$ cat config.mk
export PLATFORM = sky130hd
export DESIGN_NAME = serial_command_gateway
export DESIGN_NICKNAME = d
export VERILOG_FILES = /design/src/include/serial_command_gateway_pkg.sv /design/src/core/serial_command_gateway.sv /design/src/core/two_entry_buffer.sv
export VERILOG_INCLUDE_DIRS = /design/src /design/src/include
export SDC_FILE = /design/constraint.sdc
export NUM_CORES = 1
export LEC_CHECK = 0
export BUFFER_PORTS_ARGS = -buffer_cell sky130_fd_sc_hd__buf_4
export CORE_MARGIN = 3
export CORE_UTILIZATION = 35
export DETAILED_ROUTE_END_ITERATION = 8
export SETUP_SLACK_MARGIN = 0.4
export SLEW_MARGIN = 15
export SYNTH_ARGS = -nofsm -noshare
export SYNTH_HDL_FRONTEND = slang
export SYNTH_SLANG_ARGS = --single-unit
$ cat constraint.sdc
create_clock -name mclk -period 4.8 [get_ports mclk]
set_input_delay 0.72 -clock mclk [delete_from_list [all_inputs] [get_ports mclk]]
set_output_delay 0.72 -clock mclk [all_outputs]
set_load 0.01 [all_outputs]
$ cat src/include/serial_command_gateway_map.svh
// Register offsets, field positions, reset values and timing counts
// for the serial command gateway. Definitions only.
`ifndef SERIAL_COMMAND_GATEWAY_MAP_SVH
`define SERIAL_COMMAND_GATEWAY_MAP_SVH

// Clock and serial timing
`define GW_CLK_HZ            20000000
`define GW_BAUD_DEFAULT      9600
`define GW_BAUD_DIV_RESET    (`GW_CLK_HZ / `GW_BAUD_DEFAULT)
`define GW_IDLE_GAP_MS       20
`define GW_IDLE_GAP_CYCLES   ((`GW_CLK_HZ / 1000) * `GW_IDLE_GAP_MS)

// Register byte offsets
`define GW_OFF_CTRL          8'h00
`define GW_OFF_CFG           8'h04
`define GW_OFF_TXDATA        8'h08
`define GW_OFF_RXDATA        8'h0c
`define GW_OFF_STATUS        8'h10

// Control register fields
`define GW_CTRL_MODE_BIT     0
`define GW_CTRL_CMD_LSB      16
`define GW_CTRL_RESET        32'h0000_0000

// Configuration register fields
`define GW_CFG_DIV_MSB       15
`define GW_CFG_TWOSTOP_BIT   16
`define GW_CFG_TRANSP_BIT    17
`define GW_CFG_RESET         (32'h0002_0000 | `GW_BAUD_DIV_RESET)

// Receive data and status fields
`define GW_RX_VALID_BIT      8
`define GW_ST_BUSY_BIT       4
`define GW_ST_GAP_BIT        5
`define GW_ST_OVR_BIT        6
`define GW_ST_ZERO_BIT       7
`define GW_ST_MODE_BIT       8

// Switch positions and framing characters
`define GW_POS_TRANSPARENT   4'h0
`define GW_POS_PROFILE_A     4'h1
`define GW_POS_PROFILE_B     4'h2
`define GW_POS_FACTORY       4'hf
`define GW_CHAR_STX          8'h02
`define GW_CHAR_CR           8'h0d
`define GW_CHAR_LF           8'h0a

`endif

$ cat src/include/serial_command_gateway_pkg.sv
// Types shared by the serial command gateway files.
// Assumes nothing beyond a SystemVerilog compiler.
package serial_command_gateway_pkg;

   // Command text of up to four ASCII characters
   typedef struct packed {
      logic [2:0]      len;
      logic [3:0][7:0] chars;
   } cmd_str_type;

   // Complete telegram of up to seven bytes
   typedef struct packed {
      logic [2:0]      len;
      logic [6:0][7:0] bytes;
   } telegram_type;

   typedef enum logic [0:0] {
      SEQ_IDLE,
      SEQ_SEND
   } seq_state_type;

endpackage

$ cat src/core/serial_command_gateway.sv
// Gateway logic between controller process data and an RS 232 end device.
// Assumes an APB master on mclk and a raw serial line and switch on pins.
//
// Function
// - Command mode only while control bit 0.0 set
// - Rising command bit sends its mapped string
// - Replies forwarded unchanged, never interpreted
// - Position zero: zero byte ends telegram, dropped
// - Position zero: idle gap over 20 ms separates
// - Default link 9600 baud 8N1, no handshake
// - Switch picks framing; position zero transparent
// - Switch defaults zero; position F restores factory
// - Positions one, two: STX, data, CR, LF
// - Position one bits 0 to 7 mapping
// - Position one bits 8 to 14 mapping
// - Position two bits 0 to 8 mapping
// - Position two bits 11 to 14 mapping
//
// Added by the designer: the address map and the APB register port.
`timescale 1ns/10ps
`include "serial_command_gateway_map.svh"
module serial_command_gateway #(
   parameter int IDLE_GAP_CYCLES = `GW_IDLE_GAP_CYCLES
) (
   input  wire logic        mclk,                  // 20 MHz clock
   input  wire logic        rst,                   // Synchronous reset
   input  wire logic        psel,                  // APB select
   input  wire logic        penable,               // APB enable
   input  wire logic        pwrite,                // APB direction
   input  wire logic [7:0]  paddr,                 // APB byte address
   input  wire logic [31:0] pwdata,                // APB write data
   output logic      [31:0] prdata,                // APB read data
   output logic             pready,                // APB ready
   output logic             pslverr,               // APB error
   input  wire logic [3:0]  deviceSelectionSwitch, // Rotary switch pins
   input  wire logic        serRx,                 // Serial from end device
   output logic             serTx                  // Serial to end device
);
   localparam int GW = $clog2(IDLE_GAP_CYCLES + 1);

   // Switch synchroniser
   logic [3:0] swMeta1_reg, swMeta2_reg, swMeta3_reg, swPos_reg;
   always_ff @(posedge mclk) begin
      swMeta1_reg <= deviceSelectionSwitch;
      swMeta2_reg <= swMeta1_reg;
      swMeta3_reg <= swMeta2_reg;
      if (rst) swPos_reg <= `GW_POS_TRANSPARENT;
      else if (swMeta2_reg == swMeta3_reg) swPos_reg <= swMeta3_reg;
   end
   wire factoryPos = (swPos_reg == `GW_POS_FACTORY);
   wire framedPos  = (swPos_reg == `GW_POS_PROFILE_A) || (swPos_reg == `GW_POS_PROFILE_B);
   wire transpPos  = (swPos_reg == `GW_POS_TRANSPARENT);

   // APB decode
   wire access    = psel && penable;
   wire selCtrl   = (paddr == `GW_OFF_CTRL);
   wire selCfg    = (paddr == `GW_OFF_CFG);
   wire selTx     = (paddr == `GW_OFF_TXDATA);
   wire selRx     = (paddr == `GW_OFF_RXDATA);
   wire selStat   = (paddr == `GW_OFF_STATUS);
   wire mapped    = selCtrl || selCfg || selTx || selRx || selStat;
   logic txHoldValid_reg;
   wire txStall   = access && pwrite && selTx && txHoldValid_reg;
   wire done      = access && !txStall;
   wire wrCtrl    = done && pwrite && selCtrl;
   wire wrCfg     = done && pwrite && selCfg;
   wire wrTx      = done && pwrite && selTx;
   wire wrStat    = done && pwrite && selStat;
   wire rdRx      = done && !pwrite && selRx;
   assign pready  = !txStall;
   assign pslverr = access && !mapped;

   // Control and configuration registers
   logic [31:0] ctrl_reg, cfg_reg;
   always_ff @(posedge mclk) begin
      if (rst || factoryPos) begin
         ctrl_reg <= `GW_CTRL_RESET;
         cfg_reg  <= `GW_CFG_RESET;
      end else begin
         if (wrCtrl) ctrl_reg <= pwdata;
         if (wrCfg) cfg_reg <= pwdata;
      end
   end
   wire        cmdMode  = ctrl_reg[`GW_CTRL_MODE_BIT];
   wire [15:0] cmdBits  = ctrl_reg[`GW_CTRL_CMD_LSB +: 16];
   wire [15:0] baudDiv  = cfg_reg[`GW_CFG_DIV_MSB:0];
   wire        twoStop  = cfg_reg[`GW_CFG_TWOSTOP_BIT];

   // Edge detection of command bits
   logic [15:0] cmdPrev_reg, pendRise_reg, pendFall_reg;
   logic [15:0] clrRise, clrFall;
   wire  [15:0] rise = cmdMode ? (cmdBits & ~cmdPrev_reg) : 16'h0000;
   wire  [15:0] fall = cmdMode ? (~cmdBits & cmdPrev_reg & 16'h0012) : 16'h0000;
   always_ff @(posedge mclk) begin
      if (rst) begin
         cmdPrev_reg  <= 16'h0000;
         pendRise_reg <= 16'h0000;
         pendFall_reg <= 16'h0000;
      end else begin
         cmdPrev_reg <= cmdBits;
         if (!cmdMode) begin
            pendRise_reg <= 16'h0000;
            pendFall_reg <= 16'h0000;
         end else begin
            pendRise_reg <= (pendRise_reg & ~clrRise) | rise;
            pendFall_reg <= (pendFall_reg & ~clrFall) | fall;
         end
      end
   end

   // Command text for a bit in the active profile
   function automatic serial_command_gateway_pkg::cmd_str_type cmd_lookup(
      input logic [3:0] pos,
      input logic [3:0] idx,
      input logic       minus
   );
      serial_command_gateway_pkg::cmd_str_type s;
      logic twoOutputs;
      s          = '0;
      twoOutputs = (pos == `GW_POS_PROFILE_B);
      if (pos == `GW_POS_PROFILE_A || pos == `GW_POS_PROFILE_B) begin
         case (idx)
            4'h0: s = '{3'd1, {8'h00, 8'h00, 8'h00, 8'h76}};
            4'h1: s = '{3'd1, {8'h00, 8'h00, 8'h00, minus ? 8'h2d : 8'h2b}};
            4'h2: s = '{3'd3, {8'h00, 8'h31, 8'h54, 8'h52}};
            4'h3: s = '{3'd3, {8'h00, 8'h32, 8'h54, 8'h52}};
            4'h4: s = '{3'd3, {8'h00, minus ? 8'h2d : 8'h2b, 8'h41, 8'h43}};
            4'h5: s = '{3'd3, {8'h00, 8'h31, 8'h41, 8'h4f}};
            4'h6: if (twoOutputs) s = '{3'd3, {8'h00, 8'h32, 8'h41, 8'h4f}};
            4'h7: s = '{3'd3, {8'h00, 8'h31, 8'h44, 8'h4f}};
            4'h8: s = twoOutputs ? '{3'd3, {8'h00, 8'h32, 8'h44, 8'h4f}}
                                 : '{3'd3, {8'h00, 8'h53, 8'h4f, 8'h53}};
            4'h9: if (!twoOutputs) s = '{3'd3, {8'h00, 8'h4e, 8'h4f, 8'h53}};
            4'ha: if (!twoOutputs) s = '{3'd3, {8'h00, 8'h3f, 8'h52, 8'h41}};
            4'hb: s = '{3'd2, {8'h00, 8'h00, 8'h42, 8'h56}};
            4'hc: s = '{3'd2, {8'h00, 8'h00, 8'h4b, 8'h56}};
            4'hd: s = '{3'd4, {8'h30, 8'h32, 8'h43, 8'h50}};
            4'he: s = '{3'd1, {8'h00, 8'h00, 8'h00, 8'h48}};
            default: s = '0;
         endcase
      end
      cmd_lookup = s;
   endfunction

   // Index of the lowest set bit
   function automatic logic [3:0] lowest(input logic [15:0] v);
      logic [3:0] r;
      r = 4'h0;
      for (int i = 15; i >= 0; i--) begin
         if (v[i]) r = 4'(i);
      end
      lowest = r;
   endfunction

   // Telegram builder
   wire        useFall  = (pendRise_reg == 16'h0000);
   wire [15:0] pendSel  = useFall ? pendFall_reg : pendRise_reg;
   wire [3:0]  pickIdx  = lowest(pendSel);
   wire        pickAny  = (pendSel != 16'h0000);
   serial_command_gateway_pkg::cmd_str_type  pickStr;
   serial_command_gateway_pkg::telegram_type pickTel;
   assign pickStr = cmd_lookup(swPos_reg, pickIdx, useFall);
   always_comb begin
      pickTel = '0;
      if (framedPos) begin
         pickTel.bytes[0] = `GW_CHAR_STX;
         for (int i = 0; i < 4; i++) begin
            pickTel.bytes[i+1] = pickStr.chars[i];
         end
         pickTel.bytes[pickStr.len + 3'd1] = `GW_CHAR_CR;
         pickTel.bytes[pickStr.len + 3'd2] = `GW_CHAR_LF;
         pickTel.len = pickStr.len + 3'd3;
      end
   end

   // Transparent data byte from software
   logic [7:0] txHold_reg;
   logic       zeroSeen_reg;
   wire        zeroDrop = wrTx && transpPos && (pwdata[7:0] == 8'h00);

   // Sequencer feeding the transmit buffer
   serial_command_gateway_pkg::seq_state_type seqState_reg;
   serial_command_gateway_pkg::telegram_type  tel_reg;
   logic [2:0] seqIdx_reg;
   logic [7:0] bufInData;
   logic       bufInValid, bufInReady;
   wire        seqIdle  = (seqState_reg == serial_command_gateway_pkg::SEQ_IDLE);
   wire        startTel = seqIdle && pickAny && pickStr.len != 3'd0;
   wire        skipTel  = seqIdle && pickAny && pickStr.len == 3'd0;
   wire        holdSend = seqIdle && !pickAny && txHoldValid_reg;
   assign clrRise    = (startTel || skipTel) && !useFall ? (16'h0001 << pickIdx) : 16'h0000;
   assign clrFall    = (startTel || skipTel) && useFall ? (16'h0001 << pickIdx) : 16'h0000;
   assign bufInValid = !seqIdle || holdSend;
   assign bufInData  = seqIdle ? txHold_reg : tel_reg.bytes[seqIdx_reg];

   always_ff @(posedge mclk) begin
      if (rst) begin
         seqState_reg <= serial_command_gateway_pkg::SEQ_IDLE;
         tel_reg      <= '0;
         seqIdx_reg   <= 3'd0;
      end else if (startTel) begin
         seqState_reg <= serial_command_gateway_pkg::SEQ_SEND;
         tel_reg      <= pickTel;
         seqIdx_reg   <= 3'd0;
      end else if (!seqIdle && bufInReady) begin
         seqIdx_reg <= seqIdx_reg + 3'd1;
         if (seqIdx_reg + 3'd1 == tel_reg.len) seqState_reg <= serial_command_gateway_pkg::SEQ_IDLE;
      end
   end

   always_ff @(posedge mclk) begin
      if (rst) begin
         txHoldValid_reg <= 1'b0;
         txHold_reg      <= 8'h00;
      end else if (wrTx && !zeroDrop) begin
         txHoldValid_reg <= 1'b1;
         txHold_reg      <= pwdata[7:0];
      end else if (holdSend && bufInReady) begin
         txHoldValid_reg <= 1'b0;
      end
   end

   logic [7:0] txByte;
   logic       txByteValid, txTake;
   two_entry_buffer #(.WIDTH(8), .DEPTH(2)) txBuffer (
      .mclk     (mclk),
      .rst      (rst),
      .inData   (bufInData),
      .inValid  (bufInValid),
      .inReady  (bufInReady),
      .outData  (txByte),
      .outValid (txByteValid),
      .outReady (txTake)
   );

   // Serial transmitter, no handshake lines
   logic [10:0] txShift_reg;
   logic [3:0]  txBits_reg;
   logic [15:0] txCnt_reg;
   wire         txBusy  = (txBits_reg != 4'd0);
   wire         txTick  = (txCnt_reg == 16'h0000);
   assign txTake = !txBusy;
   always_ff @(posedge mclk) begin
      if (rst) begin
         txShift_reg <= 11'h7ff;
         txBits_reg  <= 4'd0;
         txCnt_reg   <= 16'h0000;
         serTx       <= 1'b1;
      end else if (!txBusy) begin
         serTx <= 1'b1;
         if (txByteValid) begin
            txShift_reg <= {2'b11, txByte, 1'b0};
            txBits_reg  <= twoStop ? 4'd12 : 4'd11;
            txCnt_reg   <= 16'h0000;
         end
      end else if (txTick) begin
         serTx       <= txShift_reg[0];
         txShift_reg <= {1'b1, txShift_reg[10:1]};
         txBits_reg  <= txBits_reg - 4'd1;
         txCnt_reg   <= baudDiv - 16'h0001;
      end else begin
         txCnt_reg <= txCnt_reg - 16'h0001;
      end
   end

   // Receive line synchroniser
   logic rxMeta1_reg, rxMeta2_reg, rxMeta3_reg, rxLevel_reg;
   always_ff @(posedge mclk) begin
      rxMeta1_reg <= serRx;
      rxMeta2_reg <= rxMeta1_reg;
      rxMeta3_reg <= rxMeta2_reg;
      if (rst) rxLevel_reg <= 1'b1;
      else if (rxMeta2_reg == rxMeta3_reg) rxLevel_reg <= rxMeta3_reg;
   end

   // Serial receiver
   logic        rxActive_reg, rxDone_reg;
   logic [3:0]  rxBit_reg;
   logic [15:0] rxCnt_reg;
   logic [7:0]  rxShift_reg;
   always_ff @(posedge mclk) begin
      if (rst) begin
         rxActive_reg <= 1'b0;
         rxDone_reg   <= 1'b0;
         rxBit_reg    <= 4'd0;
         rxCnt_reg    <= 16'h0000;
         rxShift_reg  <= 8'h00;
      end else begin
         rxDone_reg <= 1'b0;
         if (!rxActive_reg) begin
            if (!rxLevel_reg) begin
               rxActive_reg <= 1'b1;
               rxBit_reg    <= 4'd0;
               rxCnt_reg    <= {1'b0, baudDiv[15:1]};
            end
         end else if (rxCnt_reg != 16'h0000) begin
            rxCnt_reg <= rxCnt_reg - 16'h0001;
         end else begin
            rxCnt_reg <= baudDiv - 16'h0001;
            rxBit_reg <= rxBit_reg + 4'd1;
            if (rxBit_reg == 4'd0 && rxLevel_reg) rxActive_reg <= 1'b0;
            else if (rxBit_reg >= 4'd1 && rxBit_reg <= 4'd8) begin
               rxShift_reg <= {rxLevel_reg, rxShift_reg[7:1]};
            end else if (rxBit_reg == 4'd9) begin
               rxActive_reg <= 1'b0;
               rxDone_reg   <= rxLevel_reg;
            end
         end
      end
   end

   logic [7:0] rxByte;
   logic       rxByteValid, rxInReady;
   two_entry_buffer #(.WIDTH(8), .DEPTH(2)) rxBuffer (
      .mclk     (mclk),
      .rst      (rst),
      .inData   (rxShift_reg),
      .inValid  (rxDone_reg),
      .inReady  (rxInReady),
      .outData  (rxByte),
      .outValid (rxByteValid),
      .outReady (rdRx)
   );

   // Idle gap marks end of a received telegram
   logic [GW-1:0] gapCnt_reg;
   logic          gapArmed_reg, gapSeen_reg, overrun_reg;
   wire           gapHit = gapArmed_reg && (gapCnt_reg == GW'(IDLE_GAP_CYCLES)) && transpPos;
   always_ff @(posedge mclk) begin
      if (rst) begin
         gapCnt_reg   <= '0;
         gapArmed_reg <= 1'b0;
      end else if (rxActive_reg || rxDone_reg) begin
         gapCnt_reg   <= '0;
         gapArmed_reg <= 1'b1;
      end else if (gapCnt_reg != GW'(IDLE_GAP_CYCLES)) begin
         gapCnt_reg <= gapCnt_reg + GW'(1);
      end else if (gapHit) begin
         gapArmed_reg <= 1'b0;
      end
   end

   // Sticky status flags, set wins over write-one clear
   wire [31:0] w1c = wrStat ? pwdata : 32'h0;
   always_ff @(posedge mclk) begin
      if (rst) begin
         gapSeen_reg  <= 1'b0;
         overrun_reg  <= 1'b0;
         zeroSeen_reg <= 1'b0;
      end else begin
         gapSeen_reg  <= gapHit || (gapSeen_reg && !w1c[`GW_ST_GAP_BIT]);
         overrun_reg  <= (rxDone_reg && !rxInReady) || (overrun_reg && !w1c[`GW_ST_OVR_BIT]);
         zeroSeen_reg <= zeroDrop || (zeroSeen_reg && !w1c[`GW_ST_ZERO_BIT]);
      end
   end

   // Read data mux
   logic [31:0] status;
   always_comb begin
      status                  = 32'h0;
      status[3:0]             = swPos_reg;
      status[`GW_ST_BUSY_BIT] = !seqIdle || txBusy || txByteValid || txHoldValid_reg;
      status[`GW_ST_GAP_BIT]  = gapSeen_reg;
      status[`GW_ST_OVR_BIT]  = overrun_reg;
      status[`GW_ST_ZERO_BIT] = zeroSeen_reg;
      status[`GW_ST_MODE_BIT] = cmdMode;
   end

   wire [31:0] rxWord = {23'h0, rxByteValid, rxByteValid ? rxByte : 8'h00};
   wire [31:0] rdMux  = selCtrl ? ctrl_reg :
                        selCfg  ? cfg_reg  :
                        selRx   ? rxWord   :
                        selStat ? status   : 32'h0;
   always_ff @(posedge mclk) begin
      if (rst) prdata <= 32'h0;
      else if (psel && !penable && !pwrite) prdata <= rdMux;
   end
endmodule

$ cat src/core/two_entry_buffer.sv
// Two-entry buffer with valid and ready on both sides.
// Assumes one clock and a synchronous active-high reset.
`timescale 1ns/10ps
module two_entry_buffer #(
   parameter int WIDTH = 8,
   parameter int DEPTH = 2
) (
   input  wire logic             mclk,     // System clock
   input  wire logic             rst,      // Synchronous reset
   input  wire logic [WIDTH-1:0] inData,   // Word offered
   input  wire logic             inValid,  // Word offered valid
   output logic                  inReady,  // Space available
   output logic      [WIDTH-1:0] outData,  // Oldest word
   output logic                  outValid, // Buffer not empty
   input  wire logic             outReady  // Drain accepts word
);
   localparam int PW = (DEPTH > 1) ? $clog2(DEPTH) : 1;

   logic [WIDTH-1:0] store [DEPTH];
   logic [PW-1:0]    wrPtr_reg;
   logic [PW-1:0]    rdPtr_reg;
   logic [PW:0]      count_reg;

   wire push = inValid && inReady;
   wire pop  = outValid && outReady;

   function automatic logic [PW-1:0] advance(input logic [PW-1:0] p);
      advance = (p == PW'(DEPTH - 1)) ? '0 : p + PW'(1);
   endfunction

   assign inReady  = (count_reg != (PW+1)'(DEPTH));
   assign outValid = (count_reg != '0);
   assign outData  = store[rdPtr_reg];

   always_ff @(posedge mclk) begin
      if (push) begin
         store[wrPtr_reg] <= inData;
      end
   end

   always_ff @(posedge mclk) begin
      if (rst) begin
         wrPtr_reg <= '0;
         rdPtr_reg <= '0;
         count_reg <= '0;
      end else begin
         if (push) wrPtr_reg <= advance(wrPtr_reg);
         if (pop) rdPtr_reg <= advance(rdPtr_reg);
         count_reg <= count_reg + (PW+1)'(push) - (PW+1)'(pop);
      end
   end
endmodule

==> metrics.txt, run 1 <==
status=finished clean; DR WL/cell=18.78 um; layout cell share with drive strength beyond 1=14.67%; starting density of the core=35.66%; synthesis-stage register bit count=338; Slew Limit Fails=0; IO Port Bufs=84; Via-to-Cell Ratio=5.541; Post-Synthesis Cell Area=0.01546 mm^2; CTS tree=built; Crit Path Class=flip-flop to flip-flop; Net Count, Synth=1863; multiplexer share of the synthesized area=4.273%; final hold vios=0; met2 usage=30.13%; RePlAce Congestion=0.9324; global-route usage over all layers=19.36%; Core Util, Final=42.44%; count of final setup violators=0; worst clock skew=46.66 ps; DRT Wirelength=46960 um; Buf/Inv on CP=2; first-pass GRT wire length=72850 um; DRC errors left=0; busiest grt layer=met2; n_diodes=0; clock sink count=338; Compound-Gate Fraction of Synth Area=18.96%; pin count of the biggest net entering global routing=64; async set-reset flop share out of synthesis=0%; die area=0.04674 mm^2; Post-Synth Simple-Gate Area=22.46%; maximum VDD drop=0.0002933 V; EDFF count, synth=32; CP delay by family, top=simple AND/OR/NAND/NOR gates; power density cells=396.0 mW/mm^2; switch share=30.09%; Max-Cap Viols=0; fin cells=2500; crit path capture type=flip-flop; Die Y=216.2 um; Detailed Route Iter0 Violations=1114; RSZ-0062 raised after global routing=no; sequential area share after synthesis=45.83%; clock-pin slew on the worst setup and hold paths=60 ps; worst setup margin=553.8 ps; final instance area=0.01840 mm^2; synth-to-layout area growth=19.02%; nets@finish=1952; cell with the largest stage delay on the worst path=or4_1; synth warn=0; Setup Total Neg Slack=0 ps; Syn Inst Count=1794; CTS Root Cell=clkbuf_16; XOR/XNOR Fraction of Synth Area=3.455%; number of global-route vias before repair=13010; Slew @ Worst Pin=1126 ps; Placed Instance Area=0.01683 mm^2; Worst-Skew Late Latency=590 ps; f_max=235.5 MHz; Place WS=252.1 ps; number of antenna violations at the first check in global routing=2; met1 global-route usage=26.12%; ANT nets after route=0; Final Cycle Share=88.46%; Clk pwr share=40.1%; most common flop cell mapped by yosys=dfxtp_1; combinational group share of total power=17.7%; Hold Crit Class=primary input to flip-flop; WP data required=5300 ps; largest family of logic cells by synthesized area=simple AND/OR/NAND/NOR gates; Static Leak=6.855 nW; chip width=216.2 um; via count=13850; Slew headroom=24.93%; Clock Path Buffers=3; Mean Syn Cell Area=8.619 um^2; Cell Chain, Critical Path=nor4_4, and3_4, a41oi_4, a221o_1, a21o_1, o21ai_1, o21ai_0, o211a_1, a21oi_2, inv_1, ha_1, ha_1, or3_1, buf_4, or4_1, a21oi_1; CTS Buf Count=40; internal power=5.095 mW; IO Pins=85; FP Rows=76; Most common cell on crit path=ha_1; Setup crit start kind=flip-flop; max reg flops=36; met3 Usage GRT=4.277%; adder-cell area share of the yosys netlist=1.537%; drt pass-1 iters=6; slowest stage delay, CP=480 ps; WP data arrival=4750 ps; maximum net fanout on the critical path=9; Yosys cell types=83; htree depth=2; core box area=0.04336 mm^2; part of the power in registers=42.1%; DP Cell Count=2412; crit path time final=4246 ps; post-DP HPWL=32370 um; P_sw=2.193 mW; GRT overflow=0
[cell usage after synthesis, drive strengths merged (7+ instances only)]
cell type  count  share of area [%]
nor3          69                2.2
a32o           8               0.52
a22oi          9               0.44
nor2         193                4.7
a21oi        154                5.0
a222oi         7               0.45
nor4          27                1.5
or3           14               0.57
nand2        262                6.4
nand3         40                1.3
buf           16               0.54
ha            19                1.5
nand3b         8               0.39
xor2          24                1.4
clkbuf        90                2.2
o211ai        15               0.76
edfxtp        32                6.2
xnor2         37                2.1
o21ai         78                2.5
and2           8               0.32
a211oi        47                2.3
nand4         10               0.40
a31oi         18               0.77
mux2          16                1.2
inv           31               0.75
dfxtp        306                 40
and3          13               0.53
mux2i         39                2.5
nand2b        30                1.2
a221oi        26                1.5
a211o         11               0.62
nor2b         39                1.6
[power groups by stage]
stage	logic, mW	clock network (mW)	registers (mW)
final	1.29	2.93	3.07
after global routing	1.45	3.12	3.08
after CTS	1.28	3.01	3.07
after detailed placement	1.27	0	3.13
after global placement	1.24	0	3.12
after floorplan	0.958	0	3.10
[layer usage]
layer | part of all wire (%) | wire length, um
met1 | 44 | 20870
met2 | 45 | 21040
met3 | 7.1 | 3349
met4 | 3.6 | 1671
met5 | 0.066 | 31
[metrics by stage]
stage          power (mW)  hold WS, ps
2_1_floorplan       4.058        309.6
3_3_place_gp        4.365        315.8
3_5_place_dp        4.399        315.0
4_1_cts             7.355        205.2
5_1_grt             7.659        213.7
6_report            7.288        238.6
[layout make-up]
class | instances | area, um^2
Inverter | 31 | 116.4
Fill cell | 4370 | 24960
Multi-Input combinational cell | 1319 | 8049
Timing Repair Buffer | 153 | 1149
Tap cell | 585 | 732.0
Clock buffer | 56 | 1111
Clock inverter | 18 | 157.7
Sequential cell | 338 | 7088
[cell families (layout without fill, tap and decap cells)]
logic type,count (synthesis),in the layout
AOI/OAI and AO/OA,443,443
xor gates and xnor gates,61,61
adders and majority gates,19,19
buffers and inverters,137,258
DFF,338,338
muxes,59,59
and+or+nand+nor,737,737
[final timing paths]
path,slack (ps),endpoint,from,cells past startpoint
setup reg to reg,550,tel_reg[34],pendRise_reg[3],16
hold / removal,240,rxMeta1_reg,serRx,1
hold reg to reg,330,rxMeta2_reg,rxMeta1_reg,0
setup / recovery,550,tel_reg[34],pendRise_reg[3],16
[cells in the final DEF, fill, tap and decap left out, types with 7 or more instances in the layout]
cell type,n
ha_1,19
mux2_2,16
inv_1,30
o21ai_0,71
clkinv_2,10
and3_1,12
buf_4,153
nor3_1,68
nand4_1,10
a32o_1,8
edfxtp_1,32
mux2i_1,39
clkbuf_1,11
nand2_1,258
a31oi_1,17
clkbuf_16,40
a211o_1,11
xnor2_1,37
a222oi_1,7
nor2_1,189
a211oi_1,47
a221oi_1,25
a21oi_1,151
nor2b_1,39
o211ai_1,14
nor4_1,21
nand3b_1,8
xor2_1,24
dfxtp_1,305
or3_1,14
nand2b_1,30
nand3_1,39
a22oi_1,9
[worst register-to-register path: cells and delay by family (launching register included)]
| family | cells | cell delay (ps) |
|---|---|---|
| simple gates | 4 | 1590 |
| buf+inv | 2 | 260 |
| compound gates | 8 | 1570 |
| fa+ha+maj | 2 | 380 |
| flops | 1 | 360 |
[what timing repair did]
action | in CTS | in global routing
pin swaps | 0 | 9
hold buffers | 0 | 0
gates resized for setup | 5 | 34
setup buffers | 0 | 14
endpoints found under the setup margin | 14 | 34
Note: power is estimated with default switching activity, not from simulation.
==> inputs of run 2 (changes only) <==
--- a/config.mk
+++ b/config.mk
@@ -7,9 +7,13 @@
 export NUM_CORES = 1
 export LEC_CHECK = 0
 export BUFFER_PORTS_ARGS = -buffer_cell sky130_fd_sc_hd__buf_4
+export CELL_PAD_IN_SITES_DETAIL_PLACEMENT = 0
+export CELL_PAD_IN_SITES_GLOBAL_PLACEMENT = 2
+export CORE_ASPECT_RATIO = 2
 export CORE_MARGIN = 3
-export CORE_UTILIZATION = 35
+export CORE_UTILIZATION = 30
 export DETAILED_ROUTE_END_ITERATION = 8
+export PLACE_DENSITY_LB_ADDON = 0.1
 export SETUP_SLACK_MARGIN = 0.4
 export SLEW_MARGIN = 15
 export SYNTH_ARGS = -nofsm -noshare
==> run 2 against run 1 <==
Net effect:
- combinational power is 6% higher
- clock power is 5% higher
- sequential cell count stayed put
- critical path type unchanged
- critical endpoint unchanged
- largest cell class unchanged
==> metrics.txt, run 2 (same netlist as run 1, synthesis figures left out) <==
status=finished clean; global-route usage over all layers=20.77%; n_diodes=0; Static Leak=6.896 nW; cell with the largest stage delay on the worst path=o41ai_2; core box area=0.05094 mm^2; IO Pins=85; post-DP HPWL=43260 um; power density cells=403.6 mW/mm^2; Hold Crit Class=primary input to flip-flop; layout cell share with drive strength beyond 1=15.97%; Slew @ Worst Pin=1059 ps; Crit Path Class=flip-flop to flip-flop; CTS Hold Buffers Added=0; Via-to-Cell Ratio=5.314; DR WL/cell=22.67 um; number of antenna violations at the first check in global routing=2; number of global-route vias before repair=13710; count of final setup violators=0; commonest cells after routing, fill and taps aside=302 x dfxtp_1, 258 x nand2_1, 190 x nor2_1, 165 x buf_4, 149 x a21oi_1; Slew Limit Fails=0; pin count of the biggest net entering global routing=58; nets@finish=1963; Final Cycle Share=88.66%; crit path capture type=flip-flop; Cell Chain, Critical Path=nor4_2, buf_4, nand2_1, o41ai_2, a31oi_4, and2_4, buf_6, o221a_2, a21o_1, ha_1, ha_1, or3_4, buf_6, or4_4, a21oi_2; RSZ-0062 raised after global routing=yes; commonest non-fill, non-tap cell in the layout=dfxtp_1; DRT Wirelength=58400 um; Hold Slack=278.7 ps; Filler cells=5362; via count=13690; CP delay by family, top=simple AND/OR/NAND/NOR gates; Setup crit start kind=flip-flop; first-pass GRT wire length=86630 um; CTS tree=built; clock-pin slew on the worst setup and hold paths=60 ps; starting density of the core=30.35%; IO Port Bufs=84; die area=0.05447 mm^2; Max-Cap Viols=0; crit path time final=4256 ps; Buf/Inv on CP=3; htree depth=2; clock sink count=338; Slew headroom=28.75%; f_max=235.0 MHz; Setup Total Neg Slack=0 ps; synth-to-layout area growth=20.33%; Worst-Skew Late Latency=550 ps; WP data required=5270 ps; DRC errors left=0; maximum VDD drop=0.0002438 V; maximum net fanout on the critical path=13; FP Rows=117; RePlAce Congestion=0.9357; max reg flops=36; ANT nets after route=0; CTS Root Cell=clkbuf_16; GRT overflow=0; CTS Buf Count=37; Die Y=327.1 um; chip width=166.5 um; WP data arrival=4720 ps; worst clock skew=19.38 ps; final hold vios=0; Detailed Route Iter0 Violations=723; slowest stage delay, CP=550 ps; drt pass-1 iters=7; Clock Path Buffers=3
-- run 2: cell count changes in the layout (fill, tap and decap cells not counted), moves of 3 or more --
cell and change:
dfxtp_1 -3, clkinv_1 -3, bufinv_16 +4, dfxtp_2 +3, buf_4 +12, clkinv_2 -3
clkbuf_1 -7, clkinvlp_4 +4
-- run 2: power by group --
part	internal, mW	total, mW	leakage, nW	switching, mW
combinational	0.513	1.37	3.49	0.856
sequential	2.96	3.07	2.78	0.112
clock	1.81	3.07	0.625	1.25
-- run 2: worst paths after layout --
path                   start        endpoint  slack (ps)  depth (start not counted)
min                    serRx     rxMeta1_reg         280                          1
min reg2reg   swMeta1_reg[1]  swMeta2_reg[1]         330                          0
max          pendRise_reg[4]     tel_reg[34]         540                         15
max reg2reg  pendRise_reg[4]     tel_reg[34]         540                         15
-- run 2: metrics by stage --
stage / instance area [um^2] / power [mW] / instances / util [%] / worst slack [ps]
finish: 18610 / 7.510 / 2576 / 36.52 / 544.2
global route: 18610 / 7.900 / 2576 / 36.52 / 324.9
CTS: 18410 / 7.631 / 2570 / 36.14 / 413.8
detailed placement: 17030 / 4.519 / 2496 / 33.43 / 259.0
global placement: 17030 / 4.513 / 2496 / 33.43 / 323.9
floorplan: 15460 / 4.058 / 1794 / - / 545.4
-- run 2: timing repair --
item / in CTS / in global routing
gates resized for setup: 8 / 36
endpoints found under the setup margin: 19 / 34
buffers inserted: 7 / 6
pin swaps: 3 / 14
-- run 2: area by class of cell --
class | instances | area (um^2) | area share, %
multi-input cells | 1319 | 8029 | 43.15
repair buffers | 167 | 1261 | 6.779
clock buffers | 50 | 1087 | 5.844
clock inverters | 17 | 201.4 | 1.083
inverters | 31 | 116.4 | 0.6254
well taps | 654 | 818.3 | 4.398
flip-flops and latches | 338 | 7092 | 38.12
-- run 2: routing by layer --
metal,global-route usage [%],vias to the layer above,share of wire (%)
met5,0,-,0.048
met4,12.58,4,7.2
met3,2.801,148,3.6
met2,40.19,343,54
met1,20.70,6563,35
li1,-,6630,-
==> inputs of run 3 (changes only) <==
--- a/config.mk
+++ b/config.mk
@@ -7,8 +7,8 @@
 export NUM_CORES = 1
 export LEC_CHECK = 0
 export BUFFER_PORTS_ARGS = -buffer_cell sky130_fd_sc_hd__buf_4
-export CELL_PAD_IN_SITES_DETAIL_PLACEMENT = 0
-export CELL_PAD_IN_SITES_GLOBAL_PLACEMENT = 2
+export CELL_PAD_IN_SITES_DETAIL_PLACEMENT = 1
+export CELL_PAD_IN_SITES_GLOBAL_PLACEMENT = 1
 export CORE_ASPECT_RATIO = 2
 export CORE_MARGIN = 3
 export CORE_UTILIZATION = 30
==> run 3 against run 2 <==
Net effect:
- register-to-register slack worse by 90 ps
- non-clock buffer count is 11 higher
- critical path type unchanged
- wire length is 8.9% higher
- clock power is 2% higher
- die area stayed put
- critical path depth is 4 higher
==> metrics.txt, run 3 (same netlist as run 1, synthesis figures left out) <==
max reg flops=36; drt pass-1 iters=5; Setup Total Neg Slack=0 ps; die area=0.05447 mm^2; Static Leak=6.967 nW; FF-to-FF path depth=19; clock sink count=338; Reg2Reg Setup Slack=460 ps; cell with the largest stage delay on the worst path=or3_1; crit path capture type=flip-flop; CTS Root Cell=clkbuf_16; GRT overflow=0; Total Power=7.585 mW; Clock Path Buffers=3; Reg2Reg Capture Point=tel_reg[28]; worst hold start=deviceSelectionSwitch[3]; DRC errors left=0; Filler cells=6038; Most common cell on crit path=buf_4; Placed Instance Area=0.01709 mm^2; commonest non-fill, non-tap cell in the layout=dfxtp_1; RSZ-0062 raised after global routing=yes; core box area=0.05094 mm^2; first-pass GRT wire length=94660 um; crit path time final=4343 ps; status=finished clean; maximum VDD drop=0.0002225 V; commonest cells after routing, fill and taps aside=300 x dfxtp_1, 259 x nand2_1, 188 x nor2_1, 174 x buf_4, 151 x a21oi_1; slowest stage delay, CP=380 ps; Slew @ Worst Pin=1194 ps; CTS Hold Buffers Added=0; htree depth=2; nets@finish=1973; Crit Path Class=flip-flop to flip-flop; CP startpoint=pendRise_reg[7]; CTS tree=built; pin count of the biggest net entering global routing=58; f_max=230.3 MHz; worst clock skew=16.74 ps; DR WL/cell=24.59 um; Worst Hold End=swMeta1_reg[3]; count of final setup violators=0; power density cells=405.5 mW/mm^2; DP Cell Count=2504; RePlAce Congestion=0.9524; starting density of the core=30.35%; IO Pins=85; DRT Wirelength=63580 um; final hold vios=0; Setup crit start kind=flip-flop; n_diodes=0; RR Startpoint=pendRise_reg[7]; IO Port Bufs=84; clock-pin slew on the worst setup and hold paths=60 ps; WP data arrival=4830 ps; Worst-Skew Late Latency=550 ps; maximum net fanout on the critical path=7; fin cells=2586; number of global-route vias before repair=14820; CTS Buf Count=36; via count=14010; Cell Chain, Critical Path=nor4_4, buf_4, buf_2, o21ai_0, o21ai_2, nand2b_4, a31oi_4, and2_2, buf_4, a32oi_2, a21o_1, buf_4, inv_2, ha_1, or3_1, o31a_1, o21a_1, nand2_1, a32o_1; chip width=166.5 um; ANT nets after route=0; worst hold stages=1; final instance area=0.01871 mm^2; Die Y=327.1 um; Slew Limit Fails=0; Detailed Route Iter0 Violations=592; FP Rows=117; Slew headroom=19.80%; global-route usage over all layers=22.77%; Final Cycle Share=90.47%; layout cell share with drive strength beyond 1=16.20%; synth-to-layout area growth=20.98%; Via-to-Cell Ratio=5.417; Max-Cap Viols=0; post-DP HPWL=47960 um; WP data required=5290 ps; number of antenna violations at the first check in global routing=0; Hold Crit Class=primary input to flip-flop
[run 3: cell count changes in the layout (fill, tap and decap cells not counted), sizes merged]
cell      delta
clkinv       -3
buf         +11
inv          +1
clkinvlp     -2
bufinv       +2
clkbuf       +1
[run 3: final cells by class]
class / instances / area [um^2] / share of cell area [%]
Tap cell: 654 / 818.3 / 4.374
Timing Repair Buffer: 178 / 1345 / 7.190
Clock inverter: 15 / 240.2 / 1.284
Multi-Input combinational cell: 1319 / 8020 / 42.87
Sequential cell: 338 / 7097 / 37.94
Clock buffer: 51 / 1070 / 5.719
Inverter: 31 / 116.4 / 0.6220
[run 3: worst max-delay path by stage]
stage,end,slack [ps],cells after the start
floorplan,tel_reg[42],550,20
global placement,tel_reg[14],270,20
detailed placement,tel_reg[14],190,18
CTS,tel_reg[18],400,17
global route,tel_reg[28],320,19
finish,tel_reg[28],460,19
[run 3: what timing repair did]
item | CTS | global route
setup endpoints to repair | 26 | 34
gates cloned | 0 | 1
gates resized for setup | 9 | 38
pin swaps | 1 | 12
endpoints found under the hold margin | 0 | 0
buffers inserted | 2 | 13
[run 3: routing by layer]
layer  GRT usage, %  part of all wire (%)
met3          2.306                   2.3
met2          44.82                    55
met1          22.03                    34
met5              0                     0
met4          14.95                   8.1
[run 3: report_power, final]
part | internal (mW) | total [mW] | leakage (nW) | switching (mW)
registers | 2.96 | 3.07 | 2.78 | 0.111
logic | 0.499 | 1.39 | 3.55 | 0.890
clock network | 1.89 | 3.12 | 0.636 | 1.24
[run 3: worst max-delay path: cells and delay by family (launching register included)]
family	cells	cell delay [ps]
adder cells (fa/ha/maj)	1	190
buffers and inverters	5	710
AO/OA/AOI/OAI	8	1630
flip-flops	1	360
AND/OR/NAND/NOR	5	1390
[run 3: stage by stage]
step	setup WS, ps	util [%]	hold slack [ps]
3_3_place_gp	272.9	33.55	317.4
3_5_place_dp	193.3	33.55	313.9
4_1_cts	402.5	36.22	244.2
6_report	457.5	36.72	278.0
2_1_floorplan	545.4	-	309.6
5_1_grt	323.5	36.72	246.5
